File: src/design/port_select_pkg.sv
package port_select_pkg;
    localparam int WORD_W     = 16;
    localparam int PORT_CNT   = 8;
    localparam int GROUP_CNT  = 2;
    localparam int IDX_W      = 3;
    localparam int FORMAT_BIT = 15;
    localparam int GROUP_BIT  = 2;
    localparam int POS_LSB    = 13;
    localparam int MPM_ADDR_W = 14;
    localparam int MPM_WORD_W = 17;
    localparam int PARITY_BIT = 16;

    localparam logic [MPM_ADDR_W-1:0] MPM_START = 14'h0000;
    localparam logic                  SEL_RESET = 1'h0;
    localparam logic                  DIR_RESET = 1'h0;

    typedef logic [WORD_W-1:0]             word_t;
    typedef word_t [PORT_CNT-1:0]          port_words_t;
    typedef logic [PORT_CNT-1:0]           port_mask_t;

    typedef enum logic [1:0] {OP_IDLE, OP_READ, OP_WRITE, OP_STATUS} dev_op_t;

    typedef struct packed {
        logic read;
        logic write;
        logic cmdOne;
        logic cmdTwo;
        logic statusReq;
        logic memOp;
    } ext_cmd_t;

    typedef struct packed {
        port_mask_t status;
        port_mask_t data;
    } port_irq_t;

    typedef struct packed {
        logic             unaddressed;
        logic             unsolicited;
        logic             solicited;
        logic [IDX_W-1:0] position;
    } cu_req_t;

    function automatic logic oddParity(input word_t w);
        return ~(^w);
    endfunction : oddParity

    // Returns {valid, index}; highest index (position 8) wins
    function automatic logic [IDX_W:0] pickHighest(input port_mask_t req);
        logic [IDX_W:0] r;
        r = '0;
        for (int i = 0; i < PORT_CNT; i++)
        begin
            if (req[i])
            begin
                r = {1'b1, IDX_W'(i)};
            end
        end
        return r;
    endfunction : pickHighest
endpackage : port_select_pkg

File: src/design/port_selector.sv
module port_selector
    import port_select_pkg::*;
(
    input  wire logic             clk,
    input  wire logic             rst,
    input  wire ext_cmd_t         cmd,
    input  wire word_t            baseRegOne,
    input  wire word_t            baseRegTwo,
    input  wire word_t            processorWriteBus,
    input  wire port_words_t      portReadData,
    input  wire port_irq_t        portIrq,
    input  wire logic             loadSwitch,
    input  wire logic             loaderValid,
    input  wire word_t            loaderWord,
    output logic [PORT_CNT-1:0]   portSelect,
    output logic [GROUP_CNT-1:0]  groupSelect,
    output logic                  controlFormat,
    output word_t                 portWriteData,
    output logic                  portWriteStrobe,
    output logic                  portReadStrobe,
    output logic                  portDirOut,
    output logic [PORT_CNT-1:0]   statusAck,
    output word_t                 bRegData,
    output logic                  bRegValid,
    output logic [IDX_W-1:0]      statusLines,
    output logic                  statusLinesValid,
    output cu_req_t               cuReq,
    output logic                  mpmWrite,
    output logic [MPM_ADDR_W-1:0] mpmAddr,
    output logic [MPM_WORD_W-1:0] mpmData
);
    typedef struct packed {
        logic       selTwo;
        port_mask_t stPend;
        port_mask_t dtPend;
        logic       dirOut;
    } sel_state_t;

    sel_state_t       s_q;
    sel_state_t       s_d;
    word_t            devAddr;
    logic [IDX_W-1:0] idx;
    port_mask_t       idxMask;
    port_mask_t       pend;
    logic [IDX_W:0]   unaddrWin;
    logic [IDX_W:0]   asrWin;
    dev_op_t          op;
    port_mask_t       ackMask;

    // Base register choice and addressed port
    always_comb
    begin
        if (cmd.cmdTwo)
        begin
            devAddr = baseRegTwo;
        end
        else if (cmd.cmdOne)
        begin
            devAddr = baseRegOne;
        end
        else if (s_q.selTwo)
        begin
            devAddr = baseRegTwo;
        end
        else
        begin
            devAddr = baseRegOne;
        end
    end

    assign idx     = devAddr[IDX_W-1:0];
    assign idxMask = port_mask_t'(1) << idx;
    assign pend    = s_q.stPend | s_q.dtPend;

    // Priority among ports that are not addressed, and for the status request
    assign unaddrWin = pickHighest(pend & ~idxMask);
    assign asrWin    = pickHighest(pend);

    // Status request bypasses the read/write gating
    always_comb
    begin
        if (cmd.statusReq)
        begin
            op = OP_STATUS;
        end
        else if (cmd.memOp)
        begin
            op = OP_IDLE;
        end
        else if (cmd.read)
        begin
            op = OP_READ;
        end
        else if (cmd.write)
        begin
            op = OP_WRITE;
        end
        else
        begin
            op = OP_IDLE;
        end
    end

    // Port side strobes and data return
    always_comb
    begin
        portSelect      = '0;
        groupSelect     = '0;
        controlFormat   = 1'b0;
        portWriteData   = '0;
        portWriteStrobe = 1'b0;
        portReadStrobe  = 1'b0;
        bRegData        = '0;
        bRegValid       = 1'b0;
        ackMask         = '0;
        case (op)
            OP_READ:
            begin
                portSelect     = idxMask;
                groupSelect    = GROUP_CNT'(1) << idx[GROUP_BIT];
                controlFormat  = devAddr[FORMAT_BIT];
                portReadStrobe = 1'b1;
                bRegData       = portReadData[idx];
                bRegValid      = 1'b1;
            end
            OP_WRITE:
            begin
                portSelect      = idxMask;
                groupSelect     = GROUP_CNT'(1) << idx[GROUP_BIT];
                controlFormat   = devAddr[FORMAT_BIT];
                portWriteStrobe = 1'b1;
                portWriteData   = processorWriteBus;
            end
            OP_STATUS:
            begin
                if (asrWin[IDX_W])
                begin
                    portSelect     = port_mask_t'(1) << asrWin[IDX_W-1:0];
                    groupSelect    = GROUP_CNT'(1) << asrWin[GROUP_BIT];
                    controlFormat  = 1'b1;
                    portReadStrobe = 1'b1;
                    ackMask        = portSelect;
                    bRegData       = portReadData[asrWin[IDX_W-1:0]];
                    bRegData[WORD_W-1:POS_LSB] = asrWin[IDX_W-1:0];
                    bRegValid      = 1'b1;
                end
            end
            default:
            begin
                bRegValid = 1'b0;
            end
        endcase
    end

    // Selection, pending interrupts and direction
    always_comb
    begin
        s_d = s_q;
        if (cmd.cmdTwo)
        begin
            s_d.selTwo = 1'b1;
        end
        else if (cmd.cmdOne)
        begin
            s_d.selTwo = 1'b0;
        end
        // A new interrupt in the acknowledge cycle is kept
        s_d.stPend = (s_q.stPend & ~ackMask) | portIrq.status;
        s_d.dtPend = (s_q.dtPend & ~ackMask) | portIrq.data;
        if (op == OP_WRITE)
        begin
            s_d.dirOut = 1'b1;
        end
        else if (op == OP_READ)
        begin
            s_d.dirOut = 1'b0;
        end
    end

    always_ff @(posedge clk)
    begin
        if (rst)
        begin
            s_q <= '{selTwo: SEL_RESET, stPend: '0, dtPend: '0, dirOut: DIR_RESET};
        end
        else
        begin
            s_q <= s_d;
        end
    end

    assign portDirOut       = s_q.dirOut;
    assign statusAck        = ackMask;
    assign statusLines      = unaddrWin[IDX_W-1:0];
    assign statusLinesValid = unaddrWin[IDX_W];

    // Control unit requests
    always_comb
    begin
        cuReq.unaddressed = unaddrWin[IDX_W];
        cuReq.position    = unaddrWin[IDX_W-1:0];
        cuReq.unsolicited = s_q.stPend[idx];
        cuReq.solicited   = s_q.dtPend[idx];
    end

    loader_path u_loader_path
    (
        .clk         (clk),
        .rst         (rst),
        .loadSwitch  (loadSwitch),
        .loaderValid (loaderValid),
        .loaderWord  (loaderWord),
        .mpmWrite    (mpmWrite),
        .mpmAddr     (mpmAddr),
        .mpmData     (mpmData)
    );

    chk_prio_top:
    assert property (@(posedge clk) disable iff (rst)
        pend[PORT_CNT-1] && idx != IDX_W'(PORT_CNT-1)
        |-> cuReq.unaddressed && cuReq.position == IDX_W'(PORT_CNT-1))
    else $error("position 8 did not win priority");

    chk_irq_raises:
    assert property (@(posedge clk) disable iff (rst)
        (portIrq.status | portIrq.data) != '0
        |=> cuReq.unaddressed || cuReq.unsolicited || cuReq.solicited)
    else $error("interrupt did not raise a request");

    chk_asr_answer:
    assert property (@(posedge clk) disable iff (rst)
        cmd.statusReq && pend != '0
        |-> bRegValid && controlFormat && bRegData[WORD_W-1:POS_LSB] == asrWin[IDX_W-1:0])
    else $error("status answer lacks position");

    chk_req_hold:
    assert property (@(posedge clk) disable iff (rst)
        1'b1 |=> (($past(s_q.stPend & ~ackMask) & ~s_q.stPend) == '0))
    else $error("status request dropped before acknowledge");

    chk_mem_excl:
    assert property (@(posedge clk) disable iff (rst)
        cmd.memOp && !cmd.statusReq |-> !portReadStrobe && !portWriteStrobe)
    else $error("device access during memory operation");

    chk_b_idle:
    assert property (@(posedge clk) disable iff (rst)
        !bRegValid |-> bRegData == '0)
    else $error("B register path driven while idle");

    chk_base_sel:
    assert property (@(posedge clk) disable iff (rst)
        cmd.cmdOne && !cmd.cmdTwo ##1 !cmd.cmdOne && !cmd.cmdTwo |-> devAddr == baseRegOne)
    else $error("base register selection not kept");

    chk_write_path:
    assert property (@(posedge clk) disable iff (rst)
        portWriteStrobe |-> portWriteData == processorWriteBus && $onehot(portSelect))
    else $error("write data not from processor bus");

    chk_dir_set:
    assert property (@(posedge clk) disable iff (rst)
        portWriteStrobe |=> portDirOut)
    else $error("direction not set to output after write");

    chk_dir_in:
    assert property (@(posedge clk) disable iff (rst)
        portReadStrobe && !cmd.statusReq |=> !portDirOut)
    else $error("direction not set to input after read");

    chk_prio_rank:
    assert property (@(posedge clk) disable iff (rst)
        cuReq.unaddressed |-> ((pend & ~idxMask) >> cuReq.position) == port_mask_t'(1))
    else $error("lower position won unaddressed priority");

    chk_unaddr_only:
    assert property (@(posedge clk) disable iff (rst)
        cuReq.unaddressed |-> cuReq.position != idx && pend[cuReq.position])
    else $error("unaddressed request names the addressed port");

    chk_no_unaddr:
    assert property (@(posedge clk) disable iff (rst)
        (pend & ~idxMask) == '0 |-> !cuReq.unaddressed)
    else $error("unaddressed request without a pending port");

    chk_lines_match:
    assert property (@(posedge clk) disable iff (rst)
        statusLinesValid == cuReq.unaddressed && statusLines == cuReq.position)
    else $error("status lines disagree with the winning port");

    chk_unsol_set:
    assert property (@(posedge clk) disable iff (rst)
        portIrq.status[idx] ##1 $stable(idx) |-> cuReq.unsolicited)
    else $error("addressed status interrupt not unsolicited");

    chk_sol_set:
    assert property (@(posedge clk) disable iff (rst)
        portIrq.data[idx] ##1 $stable(idx) |-> cuReq.solicited)
    else $error("addressed data interrupt not solicited");

    chk_read_path:
    assert property (@(posedge clk) disable iff (rst)
        portReadStrobe && !cmd.statusReq |-> bRegValid && bRegData == portReadData[idx])
    else $error("read data not routed to B register");

    chk_ack_single:
    assert property (@(posedge clk) disable iff (rst)
        cmd.statusReq && pend != '0
        |-> $onehot(statusAck) && statusAck == portSelect && portReadStrobe)
    else $error("status request did not address one port");

    chk_group_sel:
    assert property (@(posedge clk) disable iff (rst)
        portSelect != '0
        |-> $onehot(groupSelect) && groupSelect[1] == (portSelect[PORT_CNT-1:PORT_CNT/2] != '0))
    else $error("group select does not match the port");
endmodule : port_selector

File: src/design/loader_path.sv
module loader_path
    import port_select_pkg::*;
(
    input  wire logic                  clk,
    input  wire logic                  rst,
    input  wire logic                  loadSwitch,
    input  wire logic                  loaderValid,
    input  wire word_t                 loaderWord,
    output logic                       mpmWrite,
    output logic [MPM_ADDR_W-1:0]      mpmAddr,
    output logic [MPM_WORD_W-1:0]      mpmData
);
    typedef struct packed {
        logic [MPM_ADDR_W-1:0] next;
        logic                  wr;
        logic [MPM_ADDR_W-1:0] addr;
        logic [MPM_WORD_W-1:0] data;
    } ld_state_t;

    ld_state_t s_q;
    ld_state_t s_d;

    always_comb
    begin
        s_d    = s_q;
        s_d.wr = 1'b0;
        if (!loadSwitch)
        begin
            s_d.next = MPM_START;
        end
        else if (loaderValid)
        begin
            s_d.wr   = 1'b1;
            s_d.addr = s_q.next;
            s_d.next = s_q.next + 1'b1;
            s_d.data[WORD_W-1:0] = loaderWord;
            s_d.data[PARITY_BIT] = oddParity(loaderWord);
        end
    end

    always_ff @(posedge clk)
    begin
        if (rst)
        begin
            s_q <= '{next: MPM_START, wr: 1'b0, addr: MPM_START, data: '0};
        end
        else
        begin
            s_q <= s_d;
        end
    end

    assign mpmWrite = s_q.wr;
    assign mpmAddr  = s_q.addr;
    assign mpmData  = s_q.data;

    chk_load_word:
    assert property (@(posedge clk) disable iff (rst)
        loadSwitch && loaderValid |=> mpmWrite && mpmData[WORD_W-1:0] == $past(loaderWord))
    else $error("loader word not written next cycle");

    chk_parity_odd:
    assert property (@(posedge clk) disable iff (rst) mpmWrite |-> ^mpmData == 1'b1)
    else $error("microprogram word parity not odd");

    chk_addr_step:
    assert property (@(posedge clk) disable iff (rst)
        mpmWrite && loadSwitch && loaderValid |=> mpmAddr == $past(mpmAddr) + 1'b1)
    else $error("loader address did not ascend by one");
endmodule : loader_path

File: config.mk
export PLATFORM = sky130hd
export DESIGN_NAME = port_selector
export DESIGN_NICKNAME = d
export VERILOG_FILES = /design/src/design/port_select_pkg.sv /design/src/design/port_selector.sv /design/src/design/loader_path.sv
export SDC_FILE = /design/constraint.sdc
export NUM_CORES = 1
export LEC_CHECK = 0
export BUFFER_PORTS_ARGS = -buffer_cell sky130_fd_sc_hd__buf_2
export CAP_MARGIN = 20
export CORE_AREA = 2 2 124 126
export DETAILED_ROUTE_END_ITERATION = 12
export DIE_AREA = 0 0 126 128
export PLACE_DENSITY = 0.72
export SLEW_MARGIN = 30
export SYNTH_ARGS = -nofsm -noshare
export SYNTH_HDL_FRONTEND = slang
export SYNTH_HIERARCHICAL = 1
export SYNTH_SLANG_ARGS = --single-unit
File: constraint.sdc
create_clock -name clk -period 3.8 [get_ports clk]
set_input_delay 0.76 -clock clk [delete_from_list [all_inputs] [get_ports clk]]
set_output_delay 0.76 -clock clk [all_outputs]
set_load 0.01 [all_outputs]
### Yosys cells after proc, flatten, opt, wreduce, memory -nomap -nowiden

Cells that the tools add are included.
W data, S select, Z words.

* $add $sub $neg: 1
* $lt $le $gt $ge: 2
* equality and inequality tests: 3
* shift operators: 4
* muxes and demuxes: 48
* bitwise operators: 10
* reductions and logical operators: 6

Operators with widths (count)
* $bmux W16 S3: 2
* $mux W16: 6
* $mux W4: 16
* $mux W32: 1
* $pmux W16 S2: 1
* $and A8 B8 Y8: 3
* $or A8 B8 Y8: 3
* $mux W8: 2
* $not A8 Y8: 2
* $pmux W8 S2: 1
* $reduce_xor A16 Y1: 1
* $shl A1 B3 Y8 const A: 2
* $add A14 B1 Y14 const B: 1
* $mux W13: 1
* $mux W2: 5
* $lt A3 B4 Y1 const B: 2
* $mux W1: 8
* $bmux W1 S3: 2
* $eq A2 B2 Y1 const B: 2
* $pmux W1 S2: 2
* $pmux W2 S2: 1
* $reduce_bool A2 Y1: 2
* $reduce_or A2 Y1: 2
* $shl A1 B1 Y2 const A: 2
* other kinds (3): 4

* register bits: 64
* input port bits: 218
* output and inout port bits: 97
* logic and storage cells: 82

### Logic depth before layout (Yosys ltp)

Gate-level depths: netlist of run 1.

* depth in word-level cells: 15
* depth in mapped cells: 10

### By module

Netlist of run 1, hierarchy kept.

Modules (own cells, without submodules)
* port_selector: times used 1, cells an instance 562, area an instance 3488.3 µm², sequential area each 360.3 µm²
* loader_path: times used 1, cells an instance 253, area an instance 2069.5 µm², sequential area each 920.9 µm²

### Least setup slack after synthesis of run 1

Ideal clock, no wire load.

* path kind: input-to-output
* start: input cmd[3] in the netlist's numbering
* end: output cuReq[5] in the netlist's numbering
* data arrival time: 2.803 ns
* data required time: 3.040 ns
* path slack: 0.237 ns
* cell stages on the path: 9
* buffers on the path: 2
* cells stage by stage: inv_1 a21oi_1 buf_4 mux2i_1 a21oi_1 o32ai_1 nand2_1 or3_1 buf_4

* word-level cells in the longest chain between the ends: 13

RTL lines
* start: declaration: RTL line port_selector.sv:6 `input wire ext_cmd_t cmd,`
* $mux W16 *: RTL line port_selector.sv:57 `else if (cmd.cmdOne)`
* $mux W16 *: RTL line port_selector.sv:53 `if (cmd.cmdTwo)`
* $shl A1 B3 Y8 *: RTL line port_selector.sv:72 `assign idxMask = port_mask_t'(1) << idx;`
* $not A8 Y8 *: RTL line port_selector.sv:76 `assign unaddrWin = pickHighest(pend & ~idxMask);`
* $and A8 B8 Y8 *: RTL line port_selector.sv:76
* $mux W4 (7 in a row): RTL line port_select_pkg.sv:54 `if (req[i])`
* $mux W4 *: RTL line port_select_pkg.sv:54
* end: declaration: RTL line port_selector.sv:27 `output cu_req_t cuReq,`

Every way passes the cells marked *; elsewhere a longest branch is shown, timed or not.

==> flow_summary.ini, run 1 <==
[run_status]
outcome = finished clean

[route]
routed.top_layer = met5
drt_first_pass_iters = 6
vias_per_cell = 5.693
antenna_left = 0
dr_wl_met3_mm = 2.237
drt-initial-drc-count = 584
routedWlPerCell_um = 18.76
vias = 7042
totalWireLength_mm = 23.21
wl_met2_mm = 11.15
wl_met1_mm = 8.707
drc = 0

[floorplanning]
num_rows = 45
dieArea_mm2 = 0.01613
die_h_um = 128
io_pins = 315
fp.coreArea_mm2 = 0.01486
die_width_um = 126
start_util = 0.3739

[worst_setup_path]
slowest_delay_ps = 560
crit_family = simple AND/OR/NAND/NOR gates
cp_num_buf_inv = 2
r2r-end = s_q[3]
startpoint = s_q[12]
r2r_slack_ps = 1430
required_ps = 3040
critPathArrivalTime_ps = 2870
cp_cell_sequence = or4_4 > or3_4 > a21o_1 > buf_4 > o221ai_1 > a31oi_1 > buf_2
reg2regPathDepth = 7
crit_path_top_delay_cell = or4_4
critPathKind = reg2out
end_kind = output port
rr_startpoint = s_q[15]
cp_max_fo = 14
cp-start-kind = flop

[clock_network]
clock_latency_ps = 320
cts_buffer_depth = 2
clock_sinks = 64
cts_tree = done
root_buffer = clkbuf_16
cts_max_level = 3
post-cts-setup-buffer-count = 0
clkTransAtPathRegs_ps = 50
numCtsBuffers = 9

[sta]
max_freq_ghz = 0.2755
period_share = 0.9551
timing.hold.ws_ps = 448.6
fin_crit_ps = 3629
timing.final.ws_setup_ps = 170.8
worst_slew_pin_slew_ps = 733.8
slew_viol_final = 0
rsz0062_at_grt = false
slew_headroom = 0.5090
fin_tns_setup_ps = 0
fin_skew_ps = 4.261
hold_viol_final = 0
setup_viol = 0

[power]
powerDensity_mw_per_mm2 = 318.1
power_frac_seq = 0.310
power.share.clock = 0.325
leakagePower_uw = 0.003372
combPwrFrac = 0.364
power.switching_uw = 781.4
p_int_uw = 1534
p_sw_frac = 0.3374
peakVddDrop_mv = 0.2387

[logic_synthesis]
netlist_top_cells_area = dfxtp_1 23%, a21oi_1 11%, nand2_1 11%
ys_ff_latch = 64
synth_top_area_frac = 0.2305
netlist_area_mm2 = 0.005558
async_flop_share = 0
yosys_warnings = 6
synthCells = 815
synthTopCellsByCount = 157 x nand2_1, 118 x a21oi_1, 68 x nor2_1
synth_edf_count = 0
synth_top_area_cell = dfxtp_1
synth_most_common_cell = nand2_1
syn_area_per_cell_um2 = 6.819
yosysSeqAreaShare = 0.2305
syn_nets = 1038
synth_cell_types = 58
synth_flop_cell = dfxtp_1

[final_layout]
final_area_mm2 = 0.007281
area_growth_pct = 31.00
fin_util = 0.4898
antenna_cells = 0
drive_gt1_frac = 0.3508
nFillCells = 1575
nNetsFinal = 1269

[global_route]
grt_usage = 0.2738
antenna_found_initial = 2
grt_pass1_vias = 6616
grt_pass1_wl_mm = 35.21
grt_max_degree = 51
gr-total-overflow = 0

[hold_path]
min_from = u_loader_path/mpmAddr[5]
hp-class = reg2reg
holdPathStages = 2
worstHoldEndpoint = u_loader_path/mpmAddr[5]

[placed_design]
port_buffers = 290
hpwl_mm = 17.58
postPlaceCellArea_mm2 = 0.007003
pre_cts_slack_ps = 116.4
routabilityCongestion = 0.9508

[flow_run]
drv_cap = 0
==> cell type report <==
cell class / instances / area (um2) / share of cell area
clock buffer: 14 / 274.0 / 0.03764
timing repair buffer: 319 / 1744 / 0.2396
inverter: 12 / 45.04 / 0.006187
tap: 188 / 235.2 / 0.03231
multi-input combinational: 640 / 3701 / 0.5083
sequential: 64 / 1281 / 0.1760
==> cell families after synthesis <==
| family | Yosys count | synth area share |
|---|---|---|
| XOR/XNOR | 25 | 0.03940 |
| flip-flops | 64 | 0.2305 |
| AO/OA/AOI/OAI | 255 | 0.2877 |
| buffers and inverters | 111 | 0.1085 |
| multiplexers | 28 | 0.05808 |
| adder cells (fa/ha/maj) | 5 | 0.01126 |
| AND/OR/NAND/NOR | 327 | 0.2645 |
==> sequential cells by signal (all words and copies together), names as in the netlist <==
name / cells
u_loader_path/s_q: 14
s_q: 17
u_loader_path/mpmAddr: 14
u_loader_path/mpmData: 17
u_loader_path/mpmWrite: 1
portDirOut: 1
==> cells in the final DEF, fill, tap and decap left out, types with 14 or more instances in the layout <==
cell / count
buf_2: 290
nand2_1: 156
a21oi_1: 117
nor2_1: 68
dfxtp_1: 64
a31oi_1: 34
o221ai_1: 31
buf_4: 23
nand3_1: 22
a21o_1: 20
o21ai_0: 19
and2_1: 18
xnor2_1: 18
or3_1: 17
mux2_2: 14
==> worst max-delay path by stage <==
stage | to | slack [ps] | cells past startpoint
6_report | bRegData[4] | 170 | 7
5_1_grt | cuReq[5] | 60 | 11
4_1_cts | cuReq[5] | 110 | 11
3_5_place_dp | cuReq[5] | 120 | 11
3_3_place_gp | statusLinesValid | 200 | 11
2_1_floorplan | cuReq[5] | 240 | 9
==> worst min-delay path, stage by stage (launching register included) <==
cell and delay, ps:
dfxtp_1 300, nand2_1 50, a21oi_1 50
==> power by group through the flow <==
stage | clock (uW) | combinational, uW | sequential, uW
finish | 753 | 844 | 719
CTS | 774 | 833 | 718
detailed placement | 0 | 830 | 731
global route | 809 | 908 | 721
global placement | 0 | 828 | 730
floorplan | 0 | 493 | 726
==> per-stage QoR <==
stage                     cells  power [uW]
after floorplan             815        1218
after global placement     1223        1558
after detailed placement   1223        1562
after CTS                  1237        2324
after global routing       1237        2438
final                      1237        2316
==> per-layer routing <==
layer | vias up | GRT usage
met4 | 4 | 0.1364
met2 | 437 | 0.4674
met3 | 72 | 0.05593
met5 | - | 0
met1 | 3182 | 0.3278
li1 | 3347 | -
==> timing repair <==
action | in CTS | in global routing
gates resized for setup | 0 | 1
setup endpoints to repair | 0 | 3
hold buffers | 0 | 0
Power figures use the tool's default switching activity.
==> run 2, diff against run 1 <==
--- a/config.mk
+++ b/config.mk
@@ -5,12 +5,15 @@
 export SDC_FILE = /design/constraint.sdc
 export NUM_CORES = 1
 export LEC_CHECK = 0
+export ABC_AREA = 1
 export BUFFER_PORTS_ARGS = -buffer_cell sky130_fd_sc_hd__buf_2
 export CAP_MARGIN = 20
-export CORE_AREA = 2 2 124 126
+export CORE_AREA = 2 2 122 124
+export CTS_CLUSTER_SIZE = 40
 export DETAILED_ROUTE_END_ITERATION = 12
-export DIE_AREA = 0 0 126 128
-export PLACE_DENSITY = 0.72
+export DIE_AREA = 0 0 124 126
+export PLACE_DENSITY = 0.8
+export SKIP_LAST_GASP = 1
 export SLEW_MARGIN = 30
 export SYNTH_ARGS = -nofsm -noshare
 export SYNTH_HDL_FRONTEND = slang
==> run 2 against run 1 <==
  * Final cell count grew 31%
  * Sequential cell count stayed put
  * Via count rose by 15%
  * Register-to-register slack got worse by 50 ps
  * Sequential power is 2% higher
  * Highest routed layer is now met4
  * Die area decreased by 3.1%
  * Clock power up 19%
  * Critical path depth is 6 higher
  * Combinational power rose by 6.2%
  * Setup slack improved by 130 ps
==> flow_summary.ini, run 2 <==
[worst_setup_path]
end_kind = output port
critPathArrivalTime_ps = 2740
cp_cell_sequence = buf_2 > inv_1 > nand2_1 > nand2_2 > nand2_1 > nand2_2 > nor2_1 > nand2_1 > nand4_1 > nand2_1 > nand3_1 > a21oi_1 > buf_2
reg2regPathDepth = 12
r2r_slack_ps = 1380
cp_common_cell = nand2_1
slowest_delay_ps = 800
rr_startpoint = s_q[2]
cp_max_fo = 11
crit_family = simple AND/OR/NAND/NOR gates
critPathKind = in2out
cp_num_buf_inv = 3
cp-start-kind = primary input
crit_path_top_delay_cell = nor2_1
required_ps = 3040
r2r-end = s_q[15]

[run_status]
outcome = finished clean

[placed_design]
hpwl_mm = 17.82
port_buffers = 290
routabilityCongestion = 0.9105
postPlaceCellArea_mm2 = 0.007694

[clock_network]
cts_buffer_depth = 2
clock_sinks = 64
root_buffer = clkbuf_16
cts_tree = done
ctsHoldBuffers = 0
clkTransAtPathRegs_ps = 50
numCtsBuffers = 9
clock_latency_ps = 330
cts_max_level = 3

[logic_synthesis]
netlist_top_cells_area = nand2_1 23%, dfxtp_1 20%, inv_1 9.9%
synth_top_area_cell = nand2_1
ys_ff_latch = 64
synth_top_family_by_area = simple AND/OR/NAND/NOR gates
async_flop_share = 0
synthCells = 1191
synth_edf_count = 0
yosysSeqAreaShare = 0.2011
synthXorXnorAreaFrac = 0
syn_nets = 1414
netlist_area_mm2 = 0.006370
synth_compound_area_frac = 0.1408
synthTopCellsByCount = 398 x nand2_1, 168 x inv_1, 167 x nor2_1
synth.area.mux_share = 0
synth_top_area_frac = 0.2345
synthAdderAreaFrac = 0.009821
synth_cell_types = 39
synth_flop_cell = dfxtp_1
syn_area_per_cell_um2 = 5.348
synth_most_common_cell = nand2_1
yosys_warnings = 6
synthSimpleGateAreaFrac = 0.4632

[hold_path]
min_from = portDirOut
worstHoldEndpoint = portDirOut
hp-class = reg2reg
holdPathStages = 2

[route]
routedWlPerCell_um = 14.40
totalWireLength_mm = 23.36
antenna_left = 0
drt-initial-drc-count = 672
drc = 0
vias_per_cell = 5.012
vias = 8130
drt_first_pass_iters = 5

[sta]
period_share = 0.9217
slew_viol_final = 0
max_freq_ghz = 0.2855
fin_skew_ps = 6.298
slew_headroom = 0.3495
rsz0062_at_grt = false
setup_viol = 0
worst_slew_pin_slew_ps = 972.1
hold_viol_final = 0
fin_crit_ps = 3502
fin_tns_setup_ps = 0

[power]
peakVddDrop_mv = 0.3116
powerDensity_mw_per_mm2 = 314.6
leakagePower_uw = 0.004717

[flow_run]
drv_cap = 0

[final_layout]
area_growth_pct = 26.03
final_common_cell = nand2_1
nNetsFinal = 1655
drive_gt1_frac = 0.2610
final_area_mm2 = 0.008028
layout_common_cells = 398 x nand2_1, 290 x buf_2, 168 x inv_1, 166 x nor2_1, 75 x a21oi_1

[floorplanning]
start_util = 0.4450
io_pins = 315
die_width_um = 124
num_rows = 44
fp.coreArea_mm2 = 0.01431
die_h_um = 126
dieArea_mm2 = 0.01562

[global_route]
grt_pass1_wl_mm = 35.91
grt_max_degree = 63
antenna_found_initial = 1
grt_usage = 0.2897
gr-total-overflow = 0
grt_pass1_vias = 7257
run 2: cells by family after synthesis:
| logic type | Yosys count |
|---|---|
| AND/OR/NAND/NOR | 701 |
| buffers and inverters | 257 |
| AO/OA/AOI/OAI | 164 |
| flip-flops | 64 |
| adder cells (fa/ha/maj) | 5 |
run 2: tightest hold or removal path, cell delays in order (launching register included):
cell and delay, ps:
dfxtp_1 310, nand2_1 60, a21oi_1 60
run 2: layout make-up:
type | instances | area (um2)
Multi-Input combinational cell | 870 | 3913
Tap cell | 184 | 230.2
Clock buffer | 10 | 239.0
Timing Repair Buffer | 311 | 1609
Fill cell | 1494 | 6286
Inverter | 176 | 663.1
Antenna cell | 1 | 2.502
Clock inverter | 6 | 90.09
Sequential cell | 64 | 1281
run 2: worst max path at each step:
stage / start / end / slack, ps / cells past startpoint
5_1_grt: cmd[3] / bRegData[12] / 80 / 14
2_1_floorplan: cmd[0] / portSelect[4] / 560 / 11
6_report: cmd[3] / bRegData[8] / 300 / 13
4_1_cts: cmd[0] / bRegData[1] / 100 / 15
3_5_place_dp: cmd[0] / bRegData[1] / 110 / 15
3_3_place_gp: cmd[0] / bRegData[1] / 70 / 15
run 2: timing repair:
action,4_1_cts,5_1_grt
endpoints found under the setup margin,0,5
gates resized for setup,0,1
setup buffers,0,0
run 2: metal layers:
metal,GRT usage,part of all wire,up-vias
met3,0.05480,0.10,52
met4,0.1064,0.026,0
met5,0,0,-
met1,0.3665,0.41,3531
li1,-,-,4129
met2,0.4861,0.46,418
run 2: power by group:
part / internal, uW / total (uW) / leakage [uW] / switching, uW
Combinational: 325 / 896 / 0.00403 / 572
Sequential: 707 / 731 / 0.000527 / 23.7
Clock: 595 / 898 / 0.000159 / 303
run 2: per-stage QoR:
stage / setup WS, ps / total power, uW / utilization / hold WS (ps) / cells
2_1_floorplan: 562.1 / 1316 / - / 455.2 / 1191
4_1_cts: 96.56 / 2526 / 0.5605 / 470.8 / 1621
6_report: 297.5 / 2525 / 0.5608 / 482.1 / 1622
5_1_grt: 82.65 / 2670 / 0.5608 / 502.7 / 1622
3_3_place_gp: 69.22 / 1617 / 0.5375 / 448.6 / 1605
3_5_place_dp: 107.7 / 1628 / 0.5375 / 462.9 / 1605
